==> src/rtl/gtsli_pkg.sv <==
// Constants, register map and carrier types for the gamma tap select and line inversion block.
// Assumes a 32-bit AHB-Lite register bus and raster timing strobes on the same clock.
package gtsli_pkg;

  // ----------------------------------------------------------------
  // Register map (byte addresses)
  // ----------------------------------------------------------------
  localparam logic [7:0] CTRL_OFS      = 8'h00;
  localparam logic [7:0] POS_ADJ_OFS   = 8'h04;
  localparam logic [7:0] POS_TAP_OFS   = 8'h08;
  localparam logic [7:0] NEG_ADJ_OFS   = 8'h0c;
  localparam logic [7:0] NEG_TAP_OFS   = 8'h10;
  localparam logic [7:0] STATUS_OFS    = 8'h14;
  localparam int         ADDR_LSB_W    = 8;

  // ----------------------------------------------------------------
  // Field positions
  // ----------------------------------------------------------------
  localparam int CTRL_COLOR8_BIT   = 0;
  localparam int CTRL_ROWMODE_BIT  = 1;
  localparam int CTRL_XOR_BIT      = 2;
  localparam int CTRL_ROWCNT_LSB   = 8;
  localparam int ADJ_HIGH_LSB      = 0;
  localparam int ADJ_LOW_LSB       = 4;
  localparam int ADJ_AMP1_LSB      = 8;
  localparam int ADJ_AMP2_LSB      = 16;
  localparam int TAP_FIELD_STRIDE  = 4;
  localparam int STAT_POL_BIT      = 0;
  localparam int STAT_BLANK_BIT    = 1;
  localparam int STAT_ROWCNT_LSB   = 8;

  // ----------------------------------------------------------------
  // Ladder constants
  // ----------------------------------------------------------------
  localparam int         REF_OUTPUTS    = 6;
  localparam int         ROWCNT_W       = 6;
  localparam logic [5:0] TAPS_PER_GROUP = 6'h08;
  localparam logic [5:0] TAP_BASE       = 6'h01;
  localparam logic [1:0] HIGH_STEP_SHIFT = 2'h2;
  localparam logic [3:0] BLANK_LINES    = 4'h8;
  // Low-side gradient resistance in unit R, indexed by code; code 001 is unlisted
  localparam logic [4:0] LOW_GRAD_R [8] = '{5'h00, 5'h00, 5'h01, 5'h02, 5'h10, 5'h14, 5'h18, 5'h1c};

  // ----------------------------------------------------------------
  // Carriers
  // ----------------------------------------------------------------
  typedef struct packed {
    logic [2:0]  gradient_high_code;
    logic [2:0]  gradient_low_code;
    logic [3:0]  first_amplitude_code;
    logic [4:0]  second_amplitude_code;
    logic [17:0] fine_tap_code;
  } gtsli_gamma_s;

  typedef struct packed {
    logic [4:0]  high_gradient_resistor;
    logic [4:0]  low_gradient_resistor;
    logic [4:0]  first_amplitude_resistor;
    logic [4:0]  second_amplitude_resistor;
    logic [35:0] ladder_tap;
  } gtsli_ladder_s;

endpackage

==> src/rtl/gtsli_top.sv <==
// Gamma tap select and line inversion control with an AHB-Lite register slave.
// Assumes frame_start and line_strobe are one-cycle pulses from raster timing on hclk.
//
// Function
// High gradient resistor is four unit R per code step, 0 to 28.
// Low gradient code maps to 0,1,2,16,20,24,28 R per table.
// First amplitude two R per step; second amplitude one R per step.
// Reference output j selects ladder tap 8*(j-1)+k+1, taps 1 to 48.
// Separate positive and negative ladder paths with their own codes.
// In 8-colour mode only extreme levels used; middle supplies off.
// In 8-colour mode fine tap codes have no effect.
// Host must make frame memory colours all-zero or all-one first.
// Polarity alternates per frame or every n rows, n from 1 to 64.
// Rows between polarity changes equals row count field plus one.
// Host should set inversion XOR enable during row inversion.
// Frame inversion flips every frame, then blanks 8 lines gate-off.
// Row inversion blanks 8 lines only after full screen scanned.
// Row counter restarts at each frame start.
//
// Our own choices: the AHB-Lite register port and the register addresses.
`timescale 1ns/10ps
`default_nettype none
module gtsli_top (
  // Clock, reset, enable
  input  wire logic                      hclk,
  input  wire logic                      hresetn,
  input  wire logic                      ce,
  // AHB-Lite slave
  input  wire logic                      hsel,
  input  wire logic [31:0]               haddr,
  input  wire logic [1:0]                htrans,
  input  wire logic                      hwrite,
  input  wire logic [2:0]                hsize,
  input  wire logic [31:0]               hwdata,
  input  wire logic                      hready,
  output logic      [31:0]               hrdata,
  output logic                           hreadyout,
  output logic                           hresp,
  // Raster timing
  input  wire logic                      frame_start,
  input  wire logic                      line_strobe,
  // Panel drive
  output gtsli_pkg::gtsli_ladder_s       pos_ladder,
  output gtsli_pkg::gtsli_ladder_s       neg_ladder,
  output logic                           drive_polarity,
  output logic                           gate_off_blank,
  output logic                           mid_level_supply_en
);

  // ----------------------------------------------------------------
  // Register state
  // ----------------------------------------------------------------
  logic                       color8_reg, color8_next;
  logic                       row_mode_reg, row_mode_next;
  logic                       xor_en_reg, xor_en_next;
  logic [5:0]                 row_count_reg, row_count_next;
  gtsli_pkg::gtsli_gamma_s    pos_codes_reg, pos_codes_next;
  gtsli_pkg::gtsli_gamma_s    neg_codes_reg, neg_codes_next;
  logic                       wr_pend_reg, wr_pend_next;
  logic [7:0]                 wr_addr_reg, wr_addr_next;
  logic [31:0]                hrdata_reg, hrdata_next;

  // ----------------------------------------------------------------
  // Polarity state
  // ----------------------------------------------------------------
  logic                       frame_pol_reg, frame_pol_next;
  logic                       row_pol_reg, row_pol_next;
  logic [5:0]                 row_cnt_reg, row_cnt_next;
  logic [3:0]                 blank_cnt_reg, blank_cnt_next;
  logic                       pol_out_reg, pol_out_next;
  logic                       blank_out_reg, blank_out_next;
  logic                       supply_reg, supply_next;
  gtsli_pkg::gtsli_ladder_s   pos_dec, neg_dec;
  gtsli_pkg::gtsli_ladder_s   pos_out_reg, neg_out_reg;

  logic                       addr_phase;
  logic [7:0]                 rd_addr;

  assign addr_phase = hsel && hready && htrans[1];
  assign rd_addr    = haddr[gtsli_pkg::ADDR_LSB_W-1:0];

  // ----------------------------------------------------------------
  // Field packing helpers
  // ----------------------------------------------------------------
  function automatic logic [31:0] adj_word(input gtsli_pkg::gtsli_gamma_s c);
    logic [31:0] w;
    w = 32'h0;
    w[gtsli_pkg::ADJ_HIGH_LSB +: 3] = c.gradient_high_code;
    w[gtsli_pkg::ADJ_LOW_LSB  +: 3] = c.gradient_low_code;
    w[gtsli_pkg::ADJ_AMP1_LSB +: 4] = c.first_amplitude_code;
    w[gtsli_pkg::ADJ_AMP2_LSB +: 5] = c.second_amplitude_code;
    return w;
  endfunction

  function automatic logic [31:0] tap_word(input logic [17:0] t);
    logic [31:0] w;
    w = 32'h0;
    for (int i = 0; i < gtsli_pkg::REF_OUTPUTS; i++) begin
      w[gtsli_pkg::TAP_FIELD_STRIDE*i +: 3] = t[3*i +: 3];
    end
    return w;
  endfunction

  function automatic logic [17:0] tap_field(input logic [31:0] w);
    logic [17:0] t;
    t = 18'h0;
    for (int i = 0; i < gtsli_pkg::REF_OUTPUTS; i++) begin
      t[3*i +: 3] = w[gtsli_pkg::TAP_FIELD_STRIDE*i +: 3];
    end
    return t;
  endfunction

  function automatic gtsli_pkg::gtsli_gamma_s adj_load(input gtsli_pkg::gtsli_gamma_s c,
                                                      input logic [31:0] w);
    gtsli_pkg::gtsli_gamma_s r;
    r = c;
    r.gradient_high_code    = w[gtsli_pkg::ADJ_HIGH_LSB +: 3];
    r.gradient_low_code     = w[gtsli_pkg::ADJ_LOW_LSB  +: 3];
    r.first_amplitude_code  = w[gtsli_pkg::ADJ_AMP1_LSB +: 4];
    r.second_amplitude_code = w[gtsli_pkg::ADJ_AMP2_LSB +: 5];
    return r;
  endfunction

  // ----------------------------------------------------------------
  // Bus slave: zero wait states, write data taken in data phase
  // ----------------------------------------------------------------
  always_comb begin
    color8_next    = color8_reg;
    row_mode_next  = row_mode_reg;
    xor_en_next    = xor_en_reg;
    row_count_next = row_count_reg;
    pos_codes_next = pos_codes_reg;
    neg_codes_next = neg_codes_reg;
    wr_pend_next   = addr_phase && hwrite;
    wr_addr_next   = addr_phase ? rd_addr : wr_addr_reg;
    hrdata_next    = 32'h0;
    if (wr_pend_reg) begin
      unique case (wr_addr_reg)
        gtsli_pkg::CTRL_OFS: begin
          color8_next    = hwdata[gtsli_pkg::CTRL_COLOR8_BIT];
          row_mode_next  = hwdata[gtsli_pkg::CTRL_ROWMODE_BIT];
          xor_en_next    = hwdata[gtsli_pkg::CTRL_XOR_BIT];
          row_count_next = hwdata[gtsli_pkg::CTRL_ROWCNT_LSB +: gtsli_pkg::ROWCNT_W];
        end
        gtsli_pkg::POS_ADJ_OFS: pos_codes_next = adj_load(pos_codes_reg, hwdata);
        gtsli_pkg::POS_TAP_OFS: pos_codes_next.fine_tap_code = tap_field(hwdata);
        gtsli_pkg::NEG_ADJ_OFS: neg_codes_next = adj_load(neg_codes_reg, hwdata);
        gtsli_pkg::NEG_TAP_OFS: neg_codes_next.fine_tap_code = tap_field(hwdata);
        default: ;
      endcase
    end
    if (addr_phase && !hwrite) begin
      unique case (rd_addr)
        gtsli_pkg::CTRL_OFS: begin
          hrdata_next[gtsli_pkg::CTRL_COLOR8_BIT]  = color8_reg;
          hrdata_next[gtsli_pkg::CTRL_ROWMODE_BIT] = row_mode_reg;
          hrdata_next[gtsli_pkg::CTRL_XOR_BIT]     = xor_en_reg;
          hrdata_next[gtsli_pkg::CTRL_ROWCNT_LSB +: gtsli_pkg::ROWCNT_W] = row_count_reg;
        end
        gtsli_pkg::POS_ADJ_OFS: hrdata_next = adj_word(pos_codes_reg);
        gtsli_pkg::POS_TAP_OFS: hrdata_next = tap_word(pos_codes_reg.fine_tap_code);
        gtsli_pkg::NEG_ADJ_OFS: hrdata_next = adj_word(neg_codes_reg);
        gtsli_pkg::NEG_TAP_OFS: hrdata_next = tap_word(neg_codes_reg.fine_tap_code);
        gtsli_pkg::STATUS_OFS: begin
          hrdata_next[gtsli_pkg::STAT_POL_BIT]   = pol_out_reg;
          hrdata_next[gtsli_pkg::STAT_BLANK_BIT] = blank_out_reg;
          hrdata_next[gtsli_pkg::STAT_ROWCNT_LSB +: gtsli_pkg::ROWCNT_W] = row_cnt_reg;
        end
        default: ;
      endcase
    end
  end

  always_ff @(posedge hclk or negedge hresetn) begin
    if (!hresetn) begin
      color8_reg    <= 1'h0;
      row_mode_reg  <= 1'h0;
      xor_en_reg    <= 1'h0;
      row_count_reg <= 6'h00;
      pos_codes_reg <= '0;
      neg_codes_reg <= '0;
      wr_pend_reg   <= 1'h0;
      wr_addr_reg   <= 8'h00;
      hrdata_reg    <= 32'h0;
    end else if (ce) begin
      color8_reg    <= color8_next;
      row_mode_reg  <= row_mode_next;
      xor_en_reg    <= xor_en_next;
      row_count_reg <= row_count_next;
      pos_codes_reg <= pos_codes_next;
      neg_codes_reg <= neg_codes_next;
      wr_pend_reg   <= wr_pend_next;
      wr_addr_reg   <= wr_addr_next;
      hrdata_reg    <= hrdata_next;
    end
  end

  // ----------------------------------------------------------------
  // Polarity alternation and blanking
  // ----------------------------------------------------------------
  always_comb begin
    frame_pol_next = frame_pol_reg;
    row_pol_next   = row_pol_reg;
    row_cnt_next   = row_cnt_reg;
    blank_cnt_next = blank_cnt_reg;
    if (frame_start) begin
      // Frame start also closes the previous screen, so blanking goes here
      frame_pol_next = !frame_pol_reg;
      row_pol_next   = 1'h0;
      row_cnt_next   = 6'h00;
      blank_cnt_next = gtsli_pkg::BLANK_LINES;
    end else if (line_strobe) begin
      if (blank_cnt_reg != 4'h0) begin
        blank_cnt_next = blank_cnt_reg - 4'h1;
      end else if (row_mode_reg) begin
        // Row polarity changes carry no blank of their own
        if (row_cnt_reg == row_count_reg) begin
          row_cnt_next = 6'h00;
          row_pol_next = !row_pol_reg;
        end else begin
          row_cnt_next = row_cnt_reg + 6'h01;
        end
      end
    end
    pol_out_next   = row_mode_next_pol(row_pol_next, frame_pol_next);
    blank_out_next = (blank_cnt_next != 4'h0);
    supply_next    = !color8_reg;
  end

  // XOR with frame polarity cancels DC when host enables it
  function automatic logic row_mode_next_pol(input logic rp, input logic fp);
    return row_mode_reg ? (rp ^ (xor_en_reg & fp)) : fp;
  endfunction

  always_ff @(posedge hclk or negedge hresetn) begin
    if (!hresetn) begin
      frame_pol_reg <= 1'h0;
      row_pol_reg   <= 1'h0;
      row_cnt_reg   <= 6'h00;
      blank_cnt_reg <= 4'h0;
      pol_out_reg   <= 1'h0;
      blank_out_reg <= 1'h0;
      supply_reg    <= 1'h1;
      pos_out_reg   <= '0;
      neg_out_reg   <= '0;
    end else if (ce) begin
      frame_pol_reg <= frame_pol_next;
      row_pol_reg   <= row_pol_next;
      row_cnt_reg   <= row_cnt_next;
      blank_cnt_reg <= blank_cnt_next;
      pol_out_reg   <= pol_out_next;
      blank_out_reg <= blank_out_next;
      supply_reg    <= supply_next;
      pos_out_reg   <= pos_dec;
      neg_out_reg   <= neg_dec;
    end
  end

  // ----------------------------------------------------------------
  // Two independent ladder paths
  // ----------------------------------------------------------------
  gtsli_decode u_pos_dec (
    .codes       (pos_codes_reg),
    .color8_mode (color8_reg),
    .ladder      (pos_dec)
  );

  gtsli_decode u_neg_dec (
    .codes       (neg_codes_reg),
    .color8_mode (color8_reg),
    .ladder      (neg_dec)
  );

  assign hrdata              = hrdata_reg;
  assign hreadyout           = 1'h1;
  assign hresp               = 1'h0;
  assign pos_ladder          = pos_out_reg;
  assign neg_ladder          = neg_out_reg;
  assign drive_polarity      = pol_out_reg;
  assign gate_off_blank      = blank_out_reg;
  assign mid_level_supply_en = supply_reg;

endmodule
`default_nettype wire

==> src/rtl/gtsli_decode.sv <==
// Decoder for one polarity path: gamma codes to ladder resistor settings and selector taps.
// Purely combinational; the caller registers the result.
`timescale 1ns/10ps
`default_nettype none
module gtsli_decode (
  // Codes
  input  wire gtsli_pkg::gtsli_gamma_s   codes,
  input  wire logic                      color8_mode,
  // Ladder settings
  output gtsli_pkg::gtsli_ladder_s       ladder
);

  // Taps gathered in a net so that one process alone writes the carrier
  wire logic [35:0] tap_w;

  always_comb begin
    ladder.high_gradient_resistor    = {codes.gradient_high_code, 2'h0};
    ladder.low_gradient_resistor     = gtsli_pkg::LOW_GRAD_R[codes.gradient_low_code];
    ladder.first_amplitude_resistor  = {codes.first_amplitude_code, 1'h0};
    ladder.second_amplitude_resistor = codes.second_amplitude_code;
    ladder.ladder_tap                = tap_w;
  end

  // ----------------------------------------------------------------
  // Selector taps
  // ----------------------------------------------------------------
  for (genvar i = 0; i < gtsli_pkg::REF_OUTPUTS; i++) begin : g_tap
    logic [2:0] k;
    // Fine codes are don't-care in 8-colour mode
    assign k = color8_mode ? 3'h0 : codes.fine_tap_code[3*i +: 3];
    assign tap_w[6*i +: 6]             = 6'(gtsli_pkg::TAPS_PER_GROUP * 6'(i)) + {3'h0, k}
                                       + gtsli_pkg::TAP_BASE;
  end

endmodule
`default_nettype wire

==> config.mk <==
export PLATFORM = sky130hd
export DESIGN_NAME = gtsli_top
export DESIGN_NICKNAME = d
export VERILOG_FILES = /design/src/rtl/gtsli_pkg.sv /design/src/rtl/gtsli_top.sv /design/src/rtl/gtsli_decode.sv
export SDC_FILE = /design/constraint.sdc
export NUM_CORES = 1
export LEC_CHECK = 0
export BUFFER_PORTS_ARGS = -buffer_cell sky130_fd_sc_hd__buf_2
export CAP_MARGIN = 20
export CORE_ASPECT_RATIO = 1.1
export CORE_MARGIN = 1
export CORE_UTILIZATION = 48
export CTS_CLUSTER_SIZE = 20
export DETAILED_ROUTE_END_ITERATION = 16
export HOLD_SLACK_MARGIN = 0.06
export PLACE_DENSITY = 0.72
export SYNTH_ARGS = -nofsm -noshare
export SYNTH_HDL_FRONTEND = slang
export SYNTH_SLANG_ARGS = --single-unit
export TNS_END_PERCENT = 20
==> constraint.sdc <==
create_clock -name hclk -period 6.2 [get_ports hclk]
set_input_delay 0.93 -clock hclk [delete_from_list [all_inputs] [get_ports hclk]]
set_output_delay 0.93 -clock hclk [all_outputs]
set_load 0.02 [all_outputs]
* Yosys cells after proc, flatten, opt, wreduce, memory -nomap -nowiden
Memories as Yosys holds them, arrays and structs flattened. A register that Yosys moved wholly into a read port is not among the register bits. Index checks and enable logic that the tools add are counted.
Cells by class: $add $sub $neg 24, equality and inequality tests 11, mux-type cells 33, bitwise operators 4, reductions and logical operators 23
Operators by type and width (number):
- $add 6x1->6 const B | 11
- $mux 3 | 12
- $pmux 6 s6 | 1
- $pmux 9 s4 | 1
- $eq 8x4->1 const B | 4
- $mux 6 | 5
- $add 5x3->6 const A | 4
- $add 6x3->6 const A | 4
- $eq 8x5->1 const B | 3
- $mux 23 | 1
- $eq 8x3->1 const B | 2
- $logic_not 8->1 | 2
- $pmux 4 s4 | 1
- $reduce_and 3->1 | 5
- $mux 4 | 3
- $pmux 2 s6 | 1
- $add 4x3->5 const A | 2
- $add 3x1->4 const B | 2
- $not 3->4 | 2
- $reduce_bool 4->1 | 2
- $mux 1 | 7
- $eq 6x6->1 | 1
- $logic_not 1->1 | 6
- $pmux 1 s5 | 1
- 8 further kinds | 12
Storage, ports and cells: flip-flop bits (word level) 227, bits in read-only memories 80, output and inout port bits 149, word-level logic and storage cells 129, memories kept 2
Memories:
- (name not given) | depth 8, width 5, read ports 1, clocked after Yosys merged registers in 1, write ports 0, RTL line gtsli_decode.sv:18 | ladder.low_gradient_resistor = gtsli_pkg::LOW_GRAD_R[codes.gradient_low_code];
- (name not given) | depth 8, width 5, read ports 1, clocked after Yosys merged registers in 1, write ports 0, RTL line gtsli_decode.sv:18

* Logic depth before layout (Yosys ltp)
word-level depth 8, depth in mapped cells 8, mapped depth without buffers 8

* Hierarchy
Synthesis repeated with hierarchy kept, for this count alone.
Second synthesis, totals: cells, all modules 861, area, all modules 10821.6 um2
Modules (own cells, without submodules):
- gtsli_top | instances 1, cells an instance 705, area each 9735.6 um2, sequential area each 5781.8 um2
- gtsli_decode | instances 2, cells an instance 78, area each 543.0 um2, sequential area each 0.0 um2

* Worst setup path before layout
OpenSTA, ideal clock, no wires.
kind input-to-reg, start input haddr[1], end register hrdata_reg[19], in the netlist hrdata[19], library setup time 0.096 ns, arrival time 2.452 ns, data required time 6.104 ns, path slack 3.652 ns, cell stages on the path 6, path buffers 2, path through or4_1 or4_1 buf_2 nand2b_4 buf_6 o32ai_2
Between the ends: longest elaborated chain between the ends 3, elaborated cells on any way between the ends 6
RTL lines:
- from (decl) | RTL line gtsli_top.sv:30 | input wire logic [31:0] haddr,
- $eq 8x5->1 (tied with other cells) | RTL line gtsli_top.sv:153 | unique case (rd_addr)
- $pmux 9 s4 * | RTL line gtsli_top.sv:153
- $mux 23 * | RTL line gtsli_top.sv:152 | if (addr_phase && !hwrite) begin
- to (signal assigned) | RTL line gtsli_top.sv:194 | hrdata_reg <= hrdata_next;
- to (decl) | RTL line gtsli_top.sv:61 | logic [31:0] hrdata_reg, hrdata_next;
Every way passes the cells marked *; elsewhere a longest branch is shown, timed or not. A chain may end at the register's enable or synchronous reset.

==> results.yml <==
placed_design:
  place.gp.congestion: 0.818
  dpl_cell_area_sq_mm: 0.0105
  dp_hpwl_um: 14400
  port_buffers: 155
sta:
  finalClockSkew_ns: 0.0129
  hold_violations: 0
  rsz0062_at_grt: "false"
  max_freq_ghz: 0.316
  finalCritPeriodShare_pct: 51.1
  layout_min_cycle_time_ns: 3.17
  tns_ns: 0
  tightest_slew_ns: 0.915
  relSlewSlack_pct: 39.0
  setup_viol: 0
  drv_slew: 0
cts:
  hold_buffers: 0
  cts-htree-levels: 1
  clkLatencyLatePin_ns: 0.50
  post_cts_buffers: 0
  cts_tree: "yes"
  numCtsBuffers: 23
  cts_sinks: 210
  clock_path_buffers: 3
  cts_resized: 0
  cts_root_buffer: "clkbuf_16"
  clk_pin_slew_ns: 0.06
status:
  status: "finished clean"
power:
  power.total_uw: 3200
  power_density_mw_per_mm2: 283
  ir_worst_vdd_mv: 0.218
  power.leakage_uw: 0.00566
floorplanning:
  initial_utilization_pct: 48.9
  die_x_um: 138
  die-area_sq_mm: 0.0208
  num_rows: 54
  top_level_ports: 226
  core-area_sq_mm: 0.0199
  die_height_um: 151
critical_path:
  critPathArrivalTime_ns: 3.57
  required_ns: 6.61
  critPathKind: "in2reg"
  cp_max_fo: 97
  r2r_end: "drive_polarity$_DFFE_PN0P_"
  worstRegToRegCells: 8
  r2r_slack_ns: 3.63
  cp-end-kind: "flip-flop"
  worstReg2RegStart: "blank_cnt_reg[0]$_DFFE_PN0P_"
  start_kind: "primary input"
detailed_routing:
  wl_um: 21400
  vias_per_cell: 5.36
  wire_per_inst_um: 18.0
  final_antenna_net_count: 0
  route.vias.total: 6379
  dr.pass1.iters: 5
  drc: 0
  drtIter0Drc: 402
synth:
  synth-seq-cells: 210
  syn-cell-area_sq_mm: 0.00971
  synth.avg_cell_area_sq_um: 12.4
  synth_ff_type: "dfrtp_1"
  async_flop_share_pct: 100
  synth_edf_count: 0
  ys_warn_count: 0
  synth_cells: 783
  ys_seq_area_share_pct: 54.1
  synth.distinct_cells: 55
worst_hold_path:
  hp-start: "mid_level_supply_en$_DFFE_PN1P_"
  hold_depth: 2
  hold_path_class: "reg2reg"
  hold_end: "mid_level_supply_en$_DFFE_PN1P_"
global_routing:
  antenna_found_initial: 0
  track_usage_pct: 21.3
  grt_pass1_vias: 6254
  grt_pass1_wl_um: 34000
  overflow: 0
  grt_max_degree: 112
final_layout:
  nNetsFinal: 1020
  seq_area_sq_mm: 0.00526
  multi_input_area_sq_mm: 0.00395
  largest_register_ffs: 46
  fillers: 1704
  antennaDiodeCount: 0
  final_area_sq_mm: 0.0113
  drive_gt1_share_pct: 38.3
  area_growth_pct: 16.3
flow_run:
  maxCapViolations: 0
## synth_stat cells, drive strengths merged, types with 10 or more instances
| cell | number | area, sq um |
|---|---|---|
| dfrtp | 209 | 5230 |
| mux2 | 140 | 1610 |
| buf | 47 | 347 |
| inv | 45 | 169 |
| nor2 | 45 | 176 |
| nor2b | 39 | 244 |
| clkbuf | 27 | 101 |
| a21oi | 24 | 120 |
| o22ai | 23 | 144 |
| ha | 20 | 250 |
| o21ai | 18 | 90.1 |
| a22oi | 16 | 120 |
| nand2 | 15 | 56.3 |
| nand4 | 15 | 93.8 |
| mux2i | 13 | 130 |
| xnor2 | 11 | 96.3 |
| nand3 | 10 | 60.1 |
## power breakdown
part / total (uW) / internal, uW / switching (uW)
logic: 345 / 142 / 204
registers: 1530 / 1450 / 80.5
clock network: 1320 / 798 / 526
## how the worst max path moves through the flow
stage                        start                endpoint  depth (start not counted)
after floorplan           haddr[1]  hrdata[19]$_DFFE_PN0P_                          6
after global placement          ce  hrdata[21]$_DFFE_PN0P_                          5
after detailed placement        ce  hrdata[21]$_DFFE_PN0P_                          5
after CTS                       ce  hrdata[21]$_DFFE_PN0P_                          5
after global routing            ce  hrdata[22]$_DFFE_PN0P_                          5
final                           ce  hrdata[21]$_DFFE_PN0P_                          5
## metal layers
metal | vias to the layer above | global-route usage, % | part of all wire (%)
li1 | 2965 | - | -
met5 | - | 0 | 0
met4 | 0 | 5.60 | 1.8
met2 | 194 | 35.1 | 48
met1 | 3190 | 28.9 | 44
met3 | 30 | 3.65 | 6.4
## layout make-up
class / count / share of cell area (%)
clock buffers: 36 / 6.41
clock inverters: 5 / 0.244
inverters: 46 / 1.53
multi-input cells: 481 / 35.0
flip-flops and latches: 210 / 46.5
well taps: 252 / 2.79
repair buffers: 161 / 7.51
## worst max-delay path, stage by stage
cell,delay [ns]
buf_6,0.52
nand4_1,0.54
or4_1,0.93
or3_4,0.49
o22ai_1,0.15
## kinds of logic (layout without fill, tap and decap cells)
logic type	count (synthesis)	in the layout	share of synthesized area, %
DFF	210	210	54.1
muxes	159	159	19.3
and+or+nand+nor	145	145	8.58
buffers and inverters	120	248	6.39
AOI/OAI and AO/OA	108	108	7.21
adders and majority gates	20	20	2.58
xor gates and xnor gates	19	19	1.71
other	2	30	0.0773
## stage by stage
step                      setup slack, ns  utilization, %  hold WS [ns]  instances
after floorplan                      3.65               -         0.465        811
final                                3.03            56.9         0.470       1191
after global routing                 2.81            56.9         0.489       1191
after CTS                            2.99            56.9         0.477       1191
after global placement               2.47            53.1         0.459       1150
after detailed placement             2.48            53.1         0.466       1150
## cell usage in the layout (no fill, tap or decap), drive strengths merged, types with 2 or more instances in the layout
cell,instances
clkinv,5
clkbuf,37
o21ai,18
xor2,8
mux2i,13
a21boi,2
nand2b,5
inv,45
nand3,10
a22oi,16
o22a,8
nor4b,2
nand4,15
buf,160
nor2b,39
o22ai,23
nor3,4
conb,30
a21o,2
a41oi,5
mux4,6
ha,20
nand2,15
a31oi,3
a21oi,24
dfrtp,209
or4,3
o21a,4
mux2,140
nor3b,2
nor2,45
xnor2,11
Power figures use the tool's default switching activity.
